File: config.mk
export PLATFORM = sky130hd
export DESIGN_NAME = clock_input_output_config_regs
export DESIGN_NICKNAME = d
export VERILOG_FILES = /design/src/hw/clk_cfg_pkg.sv /design/src/hw/ref_detect_if.sv /design/src/hw/los_gate.sv /design/src/hw/clock_input_output_config_regs.sv
export SDC_FILE = /design/constraint.sdc
export NUM_CORES = 1
export LEC_CHECK = 0
export BUFFER_PORTS_ARGS = -buffer_cell sky130_fd_sc_hd__buf_2
export CELL_PAD_IN_SITES_DETAIL_PLACEMENT = 0
export CELL_PAD_IN_SITES_GLOBAL_PLACEMENT = 1
export CORE_ASPECT_RATIO = 1.2
export CORE_MARGIN = 5
export CORE_UTILIZATION = 35
export DETAILED_ROUTE_END_ITERATION = 6
export PLACE_DENSITY = 0.91
export SYNTH_ARGS = -nofsm -noshare
export SYNTH_HDL_FRONTEND = slang
export SYNTH_SLANG_ARGS = --single-unit
export TNS_END_PERCENT = 30
File: constraint.sdc
create_clock -name hclk -period 3 [get_ports hclk]
set_clock_uncertainty 0.05 [all_clocks]
set_input_delay 0.6 -clock hclk [delete_from_list [all_inputs] [get_ports hclk]]
set_output_delay 0.6 -clock hclk [all_outputs]
set_load 0.01 [all_outputs]
File: src/hw/clk_cfg_pkg.sv
// package of offsets, field positions and reset values for the clock configuration bank
// assumes word-aligned single transfers on an AHB-Lite bus, byte address = 4 x index
package clk_cfg_pkg;

    // register indices, byte address is four times the index
    localparam logic [7:0] REF_CTL_IDX = 8'h1D;
    localparam logic [7:0] CHANNEL_POWER_DOWN_IDX = 8'h1E;
    localparam logic [7:0] OUT0_IDX = 8'h1F;
    localparam logic [31:0] REF_CTL_ADDR = {22'h000000, REF_CTL_IDX, 2'b00};
    localparam logic [31:0] CHANNEL_POWER_DOWN_ADDR = {22'h000000, CHANNEL_POWER_DOWN_IDX, 2'b00};
    localparam logic [31:0] OUT0_ADDR = {22'h000000, OUT0_IDX, 2'b00};

    // register selector carried from address phase to data phase
    localparam logic [1:0] SEL_REF = 2'h0;
    localparam logic [1:0] SEL_CHANNEL_POWER_DOWN = 2'h1;
    localparam logic [1:0] SEL_OUT0 = 2'h2;
    localparam logic [1:0] SEL_NONE = 2'h3;

    // reference input control fields
    localparam int REF_BYPASS_BIT = 7;
    localparam int REF_SEC_GND_BIT = 5;
    localparam int REF_PRI_GND_BIT = 4;
    localparam int REF_SEC_DIFF_BIT = 3;
    localparam int REF_PRI_DIFF_BIT = 2;
    localparam int REF_SEC_AC_BIT = 1;
    localparam int REF_PRI_AC_BIT = 0;

    // power-down fields
    localparam int CHANNEL_POWER_DOWN_CMOS_BIT = 6;
    localparam int CHANNEL_POWER_DOWN_CH7_BIT = 5;
    localparam int CHANNEL_POWER_DOWN_CH6_BIT = 4;
    localparam int CHANNEL_POWER_DOWN_CH5_BIT = 3;
    localparam int CHANNEL_POWER_DOWN_CH4_BIT = 2;
    localparam int CHANNEL_POWER_DOWN_CH23_BIT = 1;
    localparam int CHANNEL_POWER_DOWN_CH01_BIT = 0;

    // output zero control fields
    localparam int OUT0_SRC_BIT = 7;
    localparam int OUT0_FMT_HI = 6;
    localparam int OUT0_FMT_LO = 5;
    localparam int OUT0_M1_HI = 4;
    localparam int OUT0_M1_LO = 3;
    localparam int OUT0_M2_HI = 2;
    localparam int OUT0_M2_LO = 1;

    // driver format codes
    localparam logic [1:0] FMT_DISABLED = 2'h0;
    localparam logic [1:0] FMT_AC_DIFF = 2'h1;
    localparam logic [1:0] FMT_HCSL = 2'h2;
    localparam logic [1:0] FMT_LVCMOS = 2'h3;

    // reset values and writable masks, reserved bits are outside the masks
    localparam logic [7:0] REF_CTL_RST = 8'h06;
    localparam logic [7:0] CHANNEL_POWER_DOWN_RST = 8'h00;
    localparam logic [7:0] OUT0_RST = 8'hB0;
    localparam logic [7:0] REF_CTL_MASK = 8'hBF;
    localparam logic [7:0] CHANNEL_POWER_DOWN_MASK = 8'h7F;
    localparam logic [7:0] OUT0_MASK = 8'hFE;
    localparam logic [7:0] MUX_OFF_RST = 8'h00;

endpackage

File: src/hw/ref_detect_if.sv
// interface between the register bank and one reference loss-of-signal gate
// assumes both ends run on hclk
`timescale 1ns/1ps
interface ref_detect_if;
    logic bypass; // detector bypass from the register bank
    logic valid; // input valid as seen by the pll control logic
    logic los; // filtered true detector result for status and interrupt
    modport detect (input bypass, output valid, output los);
    modport ctrl (output bypass, input valid, input los);
endinterface

File: src/hw/los_gate.sv
// loss-of-signal synchroniser and bypass gate for one reference input
// assumes the detector pin is asynchronous to hclk
`timescale 1ns/1ps
module los_gate
(
    input wire logic hclk, // register clock
    input wire logic hresetn, // async reset, active low
    input wire logic los_pin, // raw detector result, high on loss
    ref_detect_if.detect det // bypass in, valid and status out
);
    import clk_cfg_pkg::*;

    typedef struct packed {
        logic [2:0] sync;
        logic los;
        logic valid;
    } gate_state_t;

    gate_state_t state_r;
    gate_state_t state_nxt;

    // stage 0 feeds stage 1 only; a change counts once stages 1 and 2 agree
    always_comb
    begin
        state_nxt = state_r;
        state_nxt.sync = {state_r.sync[1:0], los_pin};
        if (state_r.sync[2] == state_r.sync[1])
        begin
            state_nxt.los = state_r.sync[1];
        end
        state_nxt.valid = det.bypass | ~state_nxt.los;
    end

    always_ff @(posedge hclk or negedge hresetn)
    begin
        if (!hresetn)
        begin
            state_r <= '{sync: 3'h0, los: 1'b0, valid: 1'b1};
        end
        else
        begin
            state_r <= state_nxt;
        end
    end

    assign det.valid = state_r.valid;
    // status keeps the true result whatever the bypass says
    assign det.los = state_r.los;

endmodule // los_gate

File: src/hw/clock_input_output_config_regs.sv
// reference input, channel power-down and output zero configuration registers
// assumes an AHB-Lite master doing single word transfers; one slave on the bus
//
// Operation
// - with the detector bypass set, both reference inputs are reported valid to the pll logic.
// - the bypass leaves the status and interrupt view of the detectors untouched.
// - bit 5 of the input register selects the 50 ohm ground termination on the secondary input.
// - bit 4 of the input register selects the ground termination on the primary input.
// - bit 3 of the input register enables the 100 ohm differential secondary termination.
// - bit 2 of the input register enables the differential primary termination, reset 1.
// - bit 1 of the input register enables ac-coupling bias on the secondary input, reset 1.
// - bit 0 of the input register enables ac-coupling bias on the primary input, reset 0.
// - power-down bits 2 to 5 stop the mux and divider of channels 4 to 7, buffers untouched.
// - power-down bit 1 stops channels 2 and 3, bit 0 stops channels 0 and 1.
// - bit 7 of output zero control picks pll1 at 0 and pll2 at 1 for channels 0 and 1.
// - bits 6:5 of output zero control pick the driver format, reset 0x1.
// - bits 4:3 set the tail current or positive cmos pin, reset 0x2.
// - bits 2:1 set the hcsl load or negative cmos pin, reset 0x0.
`timescale 1ns/1ps
module clock_input_output_config_regs
(
    input wire logic hclk, // bus clock, 125 MHz
    input wire logic hresetn, // async reset, active low
    input wire logic hsel, // slave select
    input wire logic [31:0] haddr, // byte address
    input wire logic [1:0] htrans, // transfer type
    input wire logic hwrite, // write when high
    input wire logic [2:0] hsize, // transfer size, word only
    input wire logic [31:0] hwdata, // write data
    input wire logic hready, // bus ready in
    output logic hreadyout, // slave ready
    output logic [31:0] hrdata, // read data
    output logic hresp, // always okay
    input wire logic primary_los_pin, // primary detector, high on loss
    input wire logic secondary_los_pin, // secondary detector, high on loss
    output logic primary_ref_valid, // primary usable by pll control
    output logic secondary_ref_valid, // secondary usable by pll control
    output logic primary_los_status, // true primary loss for status
    output logic secondary_los_status, // true secondary loss for status
    output logic signal_detect_bypass, // detector bypass setting
    output logic secondary_ground_termination, // secondary 50 ohm to ground
    output logic primary_ground_termination, // primary termination to ground
    output logic secondary_diff_termination, // secondary 100 ohm differential
    output logic primary_diff_termination, // primary differential termination
    output logic secondary_ac_bias, // secondary ac-coupling bias
    output logic primary_ac_bias, // primary ac-coupling bias
    output logic cmos_channel_off, // cmos output channel power-down
    output logic [7:0] channel_mux_off, // per channel mux and divider stop
    output logic pair_zero_one_source_select, // 0 pll1, 1 pll2
    output logic [1:0] output_zero_format, // driver format code
    output logic [1:0] output_zero_first_mode, // tail current or p pin
    output logic [1:0] output_zero_second_mode // hcsl load or n pin
);
    import clk_cfg_pkg::*;

    typedef struct packed {
        logic [7:0] ref_ctl;
        logic [7:0] channel_power_down;
        logic [7:0] out0;
        logic [7:0] mux_off;
        logic wr_pend;
        logic [1:0] wr_sel;
        logic [31:0] rdata;
        logic ready;
        logic resp;
    } bank_state_t;

    bank_state_t state_r;
    bank_state_t state_nxt;
    logic [1:0] addr_sel;
    logic [7:0] wbyte;

    ref_detect_if pri_det ();
    ref_detect_if sec_det ();

    // address decode, anything else is unmapped and reads zero
    always_comb
    begin
        if (haddr == REF_CTL_ADDR)
        begin
            addr_sel = SEL_REF;
        end
        else if (haddr == CHANNEL_POWER_DOWN_ADDR)
        begin
            addr_sel = SEL_CHANNEL_POWER_DOWN;
        end
        else if (haddr == OUT0_ADDR)
        begin
            addr_sel = SEL_OUT0;
        end
        else
        begin
            addr_sel = SEL_NONE;
        end
    end

    assign wbyte = hwdata[7:0];

    // the write lands at the end of its data phase; a read issued in that same cycle
    // reads the next-state copy so it never sees the stale value
    always_comb
    begin
        state_nxt = state_r;
        state_nxt.ready = 1'b1;
        state_nxt.resp = 1'b0;
        state_nxt.wr_pend = 1'b0;
        if (state_r.wr_pend)
        begin
            case (state_r.wr_sel)
                SEL_REF:
                begin
                    state_nxt.ref_ctl = wbyte & REF_CTL_MASK;
                end
                SEL_CHANNEL_POWER_DOWN:
                begin
                    state_nxt.channel_power_down = wbyte & CHANNEL_POWER_DOWN_MASK;
                end
                SEL_OUT0:
                begin
                    state_nxt.out0 = wbyte & OUT0_MASK;
                end
                default:
                begin
                    state_nxt.out0 = state_r.out0; // unmapped write dropped
                end
            endcase
        end
        // pair bits stop two channels each, single bits one channel each
        state_nxt.mux_off[0] = state_nxt.channel_power_down[CHANNEL_POWER_DOWN_CH01_BIT];
        state_nxt.mux_off[1] = state_nxt.channel_power_down[CHANNEL_POWER_DOWN_CH01_BIT];
        state_nxt.mux_off[2] = state_nxt.channel_power_down[CHANNEL_POWER_DOWN_CH23_BIT];
        state_nxt.mux_off[3] = state_nxt.channel_power_down[CHANNEL_POWER_DOWN_CH23_BIT];
        state_nxt.mux_off[4] = state_nxt.channel_power_down[CHANNEL_POWER_DOWN_CH4_BIT];
        state_nxt.mux_off[5] = state_nxt.channel_power_down[CHANNEL_POWER_DOWN_CH5_BIT];
        state_nxt.mux_off[6] = state_nxt.channel_power_down[CHANNEL_POWER_DOWN_CH6_BIT];
        state_nxt.mux_off[7] = state_nxt.channel_power_down[CHANNEL_POWER_DOWN_CH7_BIT];
        if (hsel && htrans[1] && hready)
        begin
            if (hwrite)
            begin
                state_nxt.wr_pend = 1'b1;
                state_nxt.wr_sel = addr_sel;
            end
            else
            begin
                case (addr_sel)
                    SEL_REF:
                    begin
                        state_nxt.rdata = {24'h000000, state_nxt.ref_ctl};
                    end
                    SEL_CHANNEL_POWER_DOWN:
                    begin
                        state_nxt.rdata = {24'h000000, state_nxt.channel_power_down};
                    end
                    SEL_OUT0:
                    begin
                        state_nxt.rdata = {24'h000000, state_nxt.out0};
                    end
                    default:
                    begin
                        state_nxt.rdata = 32'h00000000;
                    end
                endcase
            end
        end
    end

    always_ff @(posedge hclk or negedge hresetn)
    begin
        if (!hresetn)
        begin
            state_r <= '{ref_ctl: REF_CTL_RST, channel_power_down: CHANNEL_POWER_DOWN_RST, out0: OUT0_RST,
                         mux_off: MUX_OFF_RST, wr_pend: 1'b0, wr_sel: SEL_NONE,
                         rdata: 32'h00000000, ready: 1'b1, resp: 1'b0};
        end
        else
        begin
            state_r <= state_nxt;
        end
    end

    // one gate per reference input; bypass is shared, status stays honest
    assign pri_det.bypass = state_r.ref_ctl[REF_BYPASS_BIT];
    assign sec_det.bypass = state_r.ref_ctl[REF_BYPASS_BIT];

    los_gate pri_gate
    (
        .hclk(hclk),
        .hresetn(hresetn),
        .los_pin(primary_los_pin),
        .det(pri_det)
    );

    los_gate sec_gate
    (
        .hclk(hclk),
        .hresetn(hresetn),
        .los_pin(secondary_los_pin),
        .det(sec_det)
    );

    // bus outputs
    assign hreadyout = state_r.ready;
    assign hrdata = state_r.rdata;
    assign hresp = state_r.resp;

    // detector views
    assign primary_ref_valid = pri_det.valid;
    assign secondary_ref_valid = sec_det.valid;
    assign primary_los_status = pri_det.los;
    assign secondary_los_status = sec_det.los;

    // input buffer settings
    assign signal_detect_bypass = state_r.ref_ctl[REF_BYPASS_BIT];
    assign secondary_ground_termination = state_r.ref_ctl[REF_SEC_GND_BIT];
    assign primary_ground_termination = state_r.ref_ctl[REF_PRI_GND_BIT];
    assign secondary_diff_termination = state_r.ref_ctl[REF_SEC_DIFF_BIT];
    assign primary_diff_termination = state_r.ref_ctl[REF_PRI_DIFF_BIT];
    assign secondary_ac_bias = state_r.ref_ctl[REF_SEC_AC_BIT];
    assign primary_ac_bias = state_r.ref_ctl[REF_PRI_AC_BIT];

    // channel stops reach mux and divider only; buffers follow the format field
    assign cmos_channel_off = state_r.channel_power_down[CHANNEL_POWER_DOWN_CMOS_BIT];
    assign channel_mux_off = state_r.mux_off;

    // output zero driver, format 0 disables the driver only; the mux and divider follow power-down bit 0
    assign pair_zero_one_source_select = state_r.out0[OUT0_SRC_BIT];
    assign output_zero_format = state_r.out0[OUT0_FMT_HI:OUT0_FMT_LO];
    assign output_zero_first_mode = state_r.out0[OUT0_M1_HI:OUT0_M1_LO];
    assign output_zero_second_mode = state_r.out0[OUT0_M2_HI:OUT0_M2_LO];

endmodule // clock_input_output_config_regs

Word level (Yosys, flattened, before mapping)

Cells that the tools add are included.
Widths: inputs -> output; s select.

Bits in registers: 77
Logic and storage cells: 46
Output and inout port bits: 61

Equality and inequality tests: 9
Bitwise operators: 5
Reduce and logical (&&, ||, !) cells: 6
Muxes and demuxes: 13

Operators by type and width:

| operator            | count |
|---|---|
| $eq 32x7->1 const B | 3 |
| $mux 35             | 1 |
| $mux 32             | 1 |
| $mux 24             | 1 |
| $mux 8              | 3 |
| $pmux 8 s3          | 1 |
| $eq 2x1->1 const B  | 2 |
| $eq 2x2->1 const B  | 2 |
| $logic_not 2->1     | 2 |
| $mux 2              | 2 |
| $reduce_and 2->1    | 2 |
| $mux 1              | 3 |
| $mux 3              | 1 |
| $not 1->1           | 3 |
| $eq 1x1->1          | 2 |
| $logic_and 1x1->1   | 2 |
| $or 1x1->1          | 2 |

Longest topological paths before layout

Depth in word-level cells: 8
Mapped depth: 5
Depth with buffers taken out: 4

Cells and area by module

A second synthesis with hierarchy kept.

Cell total of the unflattened synthesis: 217
Area, all modules: 2426.1 um^2

Modules (own cells, without submodules):

| module                         | instances | sequential area each (um^2) | area an instance (um^2) | cells each |
|---|---|---|---|---|
| clock_input_output_config_regs | 1         | 884.6                       | 2138.3                  | 203 |
| los_gate                       | 2         | 126.4                       | 143.9                   | 7 |

Worst setup path after synthesis

No wires, ideal clock.

Path type: input-to-reg
Start: in haddr[7]
End: reg state_r, in the netlist hrdata[7]
Path slack: 1.141 ns
Arrival: 1.741 ns
Path buffers: 0
Stages: 4
Setup time: 0.068 ns
Cell sequence: nor4bb_1 -> nand4_1 -> a2111oi_4 -> a32o_1

Cells in the longest elaborated chain, start to end: 6
Elaborated cells on any way between the ends: 10
Those cells by class: eq/ne (5); mux (4); reduce/logical (1)

Ends and longest elaborated chain:

| item                                     | line                                  | text |
|---|---|---|
| from (decl)                              | clock_input_output_config_regs.sv:25  | `input wire logic [31:0] haddr,` |
| $eq 32x7->1                              | clock_input_output_config_regs.sv:87  | `else if (haddr == OUT0_ADDR)` |
| $mux 1                                   | clock_input_output_config_regs.sv:87  |  |
| $mux 2                                   | clock_input_output_config_regs.sv:83  | `else if (haddr == CHANNEL_POWER_DOWN_ADDR)` |
| $mux 2 *                                 | clock_input_output_config_regs.sv:79  | `if (haddr == REF_CTL_ADDR)` |
| $eq 2x2->1, or another cell as far along | clock_input_output_config_regs.sv:146 | `case (addr_sel)` |
| $pmux 8 s3 *                             | clock_input_output_config_regs.sv:146 |  |
| to (signal assigned)                     | clock_input_output_config_regs.sv:172 | `state_r <= '{ref_ctl: REF_CTL_RST, channel_power_down: CHANNEL_POWER_DOWN_RST, out0: OUT0_RST,` |
| to (signal assigned)                     | clock_input_output_config_regs.sv:178 | `state_r <= state_nxt;` |
| to (decl)                                | clock_input_output_config_regs.sv:68  | `bank_state_t state_r;` |

Every way passes the cells marked *; elsewhere a longest branch is shown, timed or not.
A chain may end at the register's enable or synchronous reset.

==> key figures <==
Outcome
  – Status: finished, final reports clean

Global routing
  – Total gr overflow: 0
  – First-pass GRT wire length: 8490 um
  – All-Layer GR Usage: 0.123
  – Vias in the first global route: 1820
  – Largest net degree at the start of global routing: 46
  – Initial antenna violation count: 0

Placement
  – DP HPWL: 4190 um
  – GPL Wtd Cong: 0.775
  – Port bufs: 82
  – # placed instances: 351
  – Pre-CTS WS: 0.699 ns

STA
  – Fin Setup TNS: 0 ns
  – Hold Vio Cnt, Final: 0
  – Max Freq: 467 MHz
  – RSZ-0062 raised after global routing: false
  – Fin crit period: 2.14 ns
  – Period utilisation layout: 0.713
  – Final slew viol count: 0
  – Worst Setup Slack, final: 0.860 ns
  – Final setup fails: 0
  – Worst hold margin: 0.307 ns
  – Actual slew at the worst max-slew pin: 0.996 ns
  – Slew HR: 0.336

Hold path
  – Hold path depth: 0
  – Min-Delay Endpoint: pri_gate.state_nxt[4]$_DFF_PN0_
  – HP Start: pri_gate.state_nxt[3]$_DFF_PN0_
  – Hold Crit Class: reg -> reg

Floorplan
  – Die area: 0.00877 mm2
  – I/O pin count: 137
  – Die X: 86.3 um
  – Starting Density: 0.359
  – Die height: 102 um
  – CORE AREA: 0.00681 mm2
  – # rows: 33

Synth
  – Seq cells post-synth: 45
  – Async set-reset flop share out of synthesis: 1.00
  – Syn avg cell area: 11.4 um2
  – Synth Area in Compound Gates: 0.141
  – Synth Instances: 214
  – Post-synth top flop: dfrtp_1
  – Synth Cell Area: 0.00245 mm2
  – Synth Area in Simple Gates: 0.149
  – Largest cells by area after synthesis: dfrtp_1, buf_4, dfstp_2
  – Total of warnings raised by yosys: 0
  – Post-Synth XOR/XNOR Area: 0
  – EDFF count, synth: 0
  – Largest family of logic cells by synthesized area: buffers and inverters
  – Share of the synthesized area in the top cell type: 0.368
  – Largest area contributor in the netlist: dfrtp_1
  – Register area share after synthesis: 0.465
  – Mux share of post-synthesis cell area: 0.0460
  – Adder-Cell Fraction of Synth Area: 0.00818
  – Distinct cells, synth: 44

Drt
  – First-pass iteration count of the detailed router: 5
  – WL/cell: 15.1 um
  – Vias: 1734
  – Vias/cell: 4.83
  – Routed Antenna Nets: 0
  – Final wirelength: 5410 um
  – Initial DRC Count: 183
  – Remaining DRCs: 0

Clock network
  – Htree depth: 2
  – Clk sink count: 45
  – Clk Latency, worst-skew pair: 0.29 ns
  – Postcts setup bufs: 0
  – Total clock buffers created by CTS: 5
  – TritonCTS clock tree: built
  – # resized after CTS: 0
  – CTS root buf: clkbuf_8
  – CTS max path bufs: 2
  – Clk pin slew, worst setup/hold paths: 0.08 ns
  – # hold bufs at CTS: 0

Final layout
  – Finished Layout Cells: 359
  – # fillers: 668
  – Most frequent cells in the layout: buf_2, dfrtp_1, conb_1
  – Share of cells above drive strength 1: 0.412
  – Nets: 347
  – Diodes inserted: 0
  – Layout area overhead: 11.5%
  – Commonest non-fill, non-tap cell in the layout: buf_2

Worst setup path
  – Crit end category: flop
  – FF-to-FF setup slack: 0.86 ns
  – Worst Path Buf+Inv: 0
  – Slowest stage delay, CP: 0.68 ns
  – Critical path's slowest cell: dfstp_2
  – CP Launch Type: flop
  – R2r worst-path depth: 4
  – Worst path required time: 3.13 ns
  – CP delay by family, top: flip-flops
  – CP max FO: 15
  – Reg2reg start: state_r[35]$_DFFE_PN1P_
  – WP data arrival: 2.27 ns
  – CP cell instances: nand3b_2, mux2_1, a221o_1, a22o_1
  – CP Class: reg -> reg
  – R2r endpoint: hrdata[6]$_DFFE_PN0P_

Power
  – VDD IR max: 208 uV
  – Power Density: 524 mW/mm2
  – Leakage: 1.45 nW

Job
  – Max-capacitance violation count: 0
## registers in the layout (all words and copies together), names as in the netlist, 2 cells and up
signal / cells
state_r: 7
sec_gate.state_nxt: 2
output_zero_second_mode: 2
output_zero_first_mode: 2
channel_mux_off: 5
pri_gate.state_nxt: 2
hrdata: 8
output_zero_format: 2
## kinds of logic after synthesis
kind of cell / count (synthesis)
buf+inv: 65
simple gates: 50
flops: 45
compound gates: 40
mux: 10
fa+ha+maj: 2
other cells: 2
## cell usage after synthesis (2+ instances only)
cell / instances
buf_4: 48
dfrtp_1: 36
a21o_1: 10
dfstp_2: 9
a211oi_1: 8
a22o_1: 7
nand2_1: 7
inv_1: 6
mux2i_1: 6
nor2_1: 6
and4b_1: 5
buf_2: 5
nor4_1: 5
o32ai_1: 5
a31oi_1: 4
and4bb_2: 4
and2_1: 3
nand3b_1: 3
nand4_1: 3
a211oi_2: 2
buf_6: 2
clkbuf_1: 2
conb_1: 2
maj3_1: 2
mux2_1: 2
mux2_4: 2
nand2b_1: 2
nor4bb_1: 2
## power breakdown
part           internal [mW]  switching, mW
clock                  0.166          0.189
sequential             0.698         0.0572
combinational          0.148          0.172
total                   1.01          0.419
## stage by stage
| step | cell area [um2] | util | total power, mW |
|---|---|---|---|
| global placement | 2650 | 0.389 | 1.08 |
| global route | 2730 | 0.401 | 1.52 |
| detailed placement | 2650 | 0.389 | 1.09 |
| finish | 2730 | 0.401 | 1.43 |
| CTS | 2730 | 0.401 | 1.45 |
| floorplan | 2540 | - | 1.02 |
## layout make-up
type | instances | area, um2 | area share
timing repair buffer | 83 | 418 | 0.153
sequential | 45 | 1140 | 0.417
clock buffer | 8 | 80.1 | 0.0293
tap | 87 | 109 | 0.0399
multi-input combinational | 128 | 941 | 0.345
inverter | 8 | 43.8 | 0.0160
## how the worst max path moves through the flow
stage,startpoint,cells after the start,end
global route,state_r[35]$_DFFE_PN1P_,4,hrdata[6]$_DFFE_PN0P_
CTS,state_r[35]$_DFFE_PN1P_,4,hrdata[6]$_DFFE_PN0P_
detailed placement,haddr[16],5,hrdata[7]$_DFFE_PN0P_
finish,state_r[35]$_DFFE_PN1P_,4,hrdata[6]$_DFFE_PN0P_
floorplan,haddr[7],4,hrdata[7]$_DFFE_PN0P_
global placement,haddr[7],5,hrdata[7]$_DFFE_PN0P_
## layer usage
| layer | GRT usage | vias to the layer above | routed length [um] |
|---|---|---|---|
| met5 | 0 | - | 0 |
| met4 | 0.0576 | 0 | 121 |
| met3 | 0.0244 | 9 | 422 |
| met2 | 0.207 | 91 | 2680 |
| met1 | 0.150 | 817 | 2190 |
| li1 | - | 817 | - |
No activity file was read; power rests on OpenSTA's default activity.
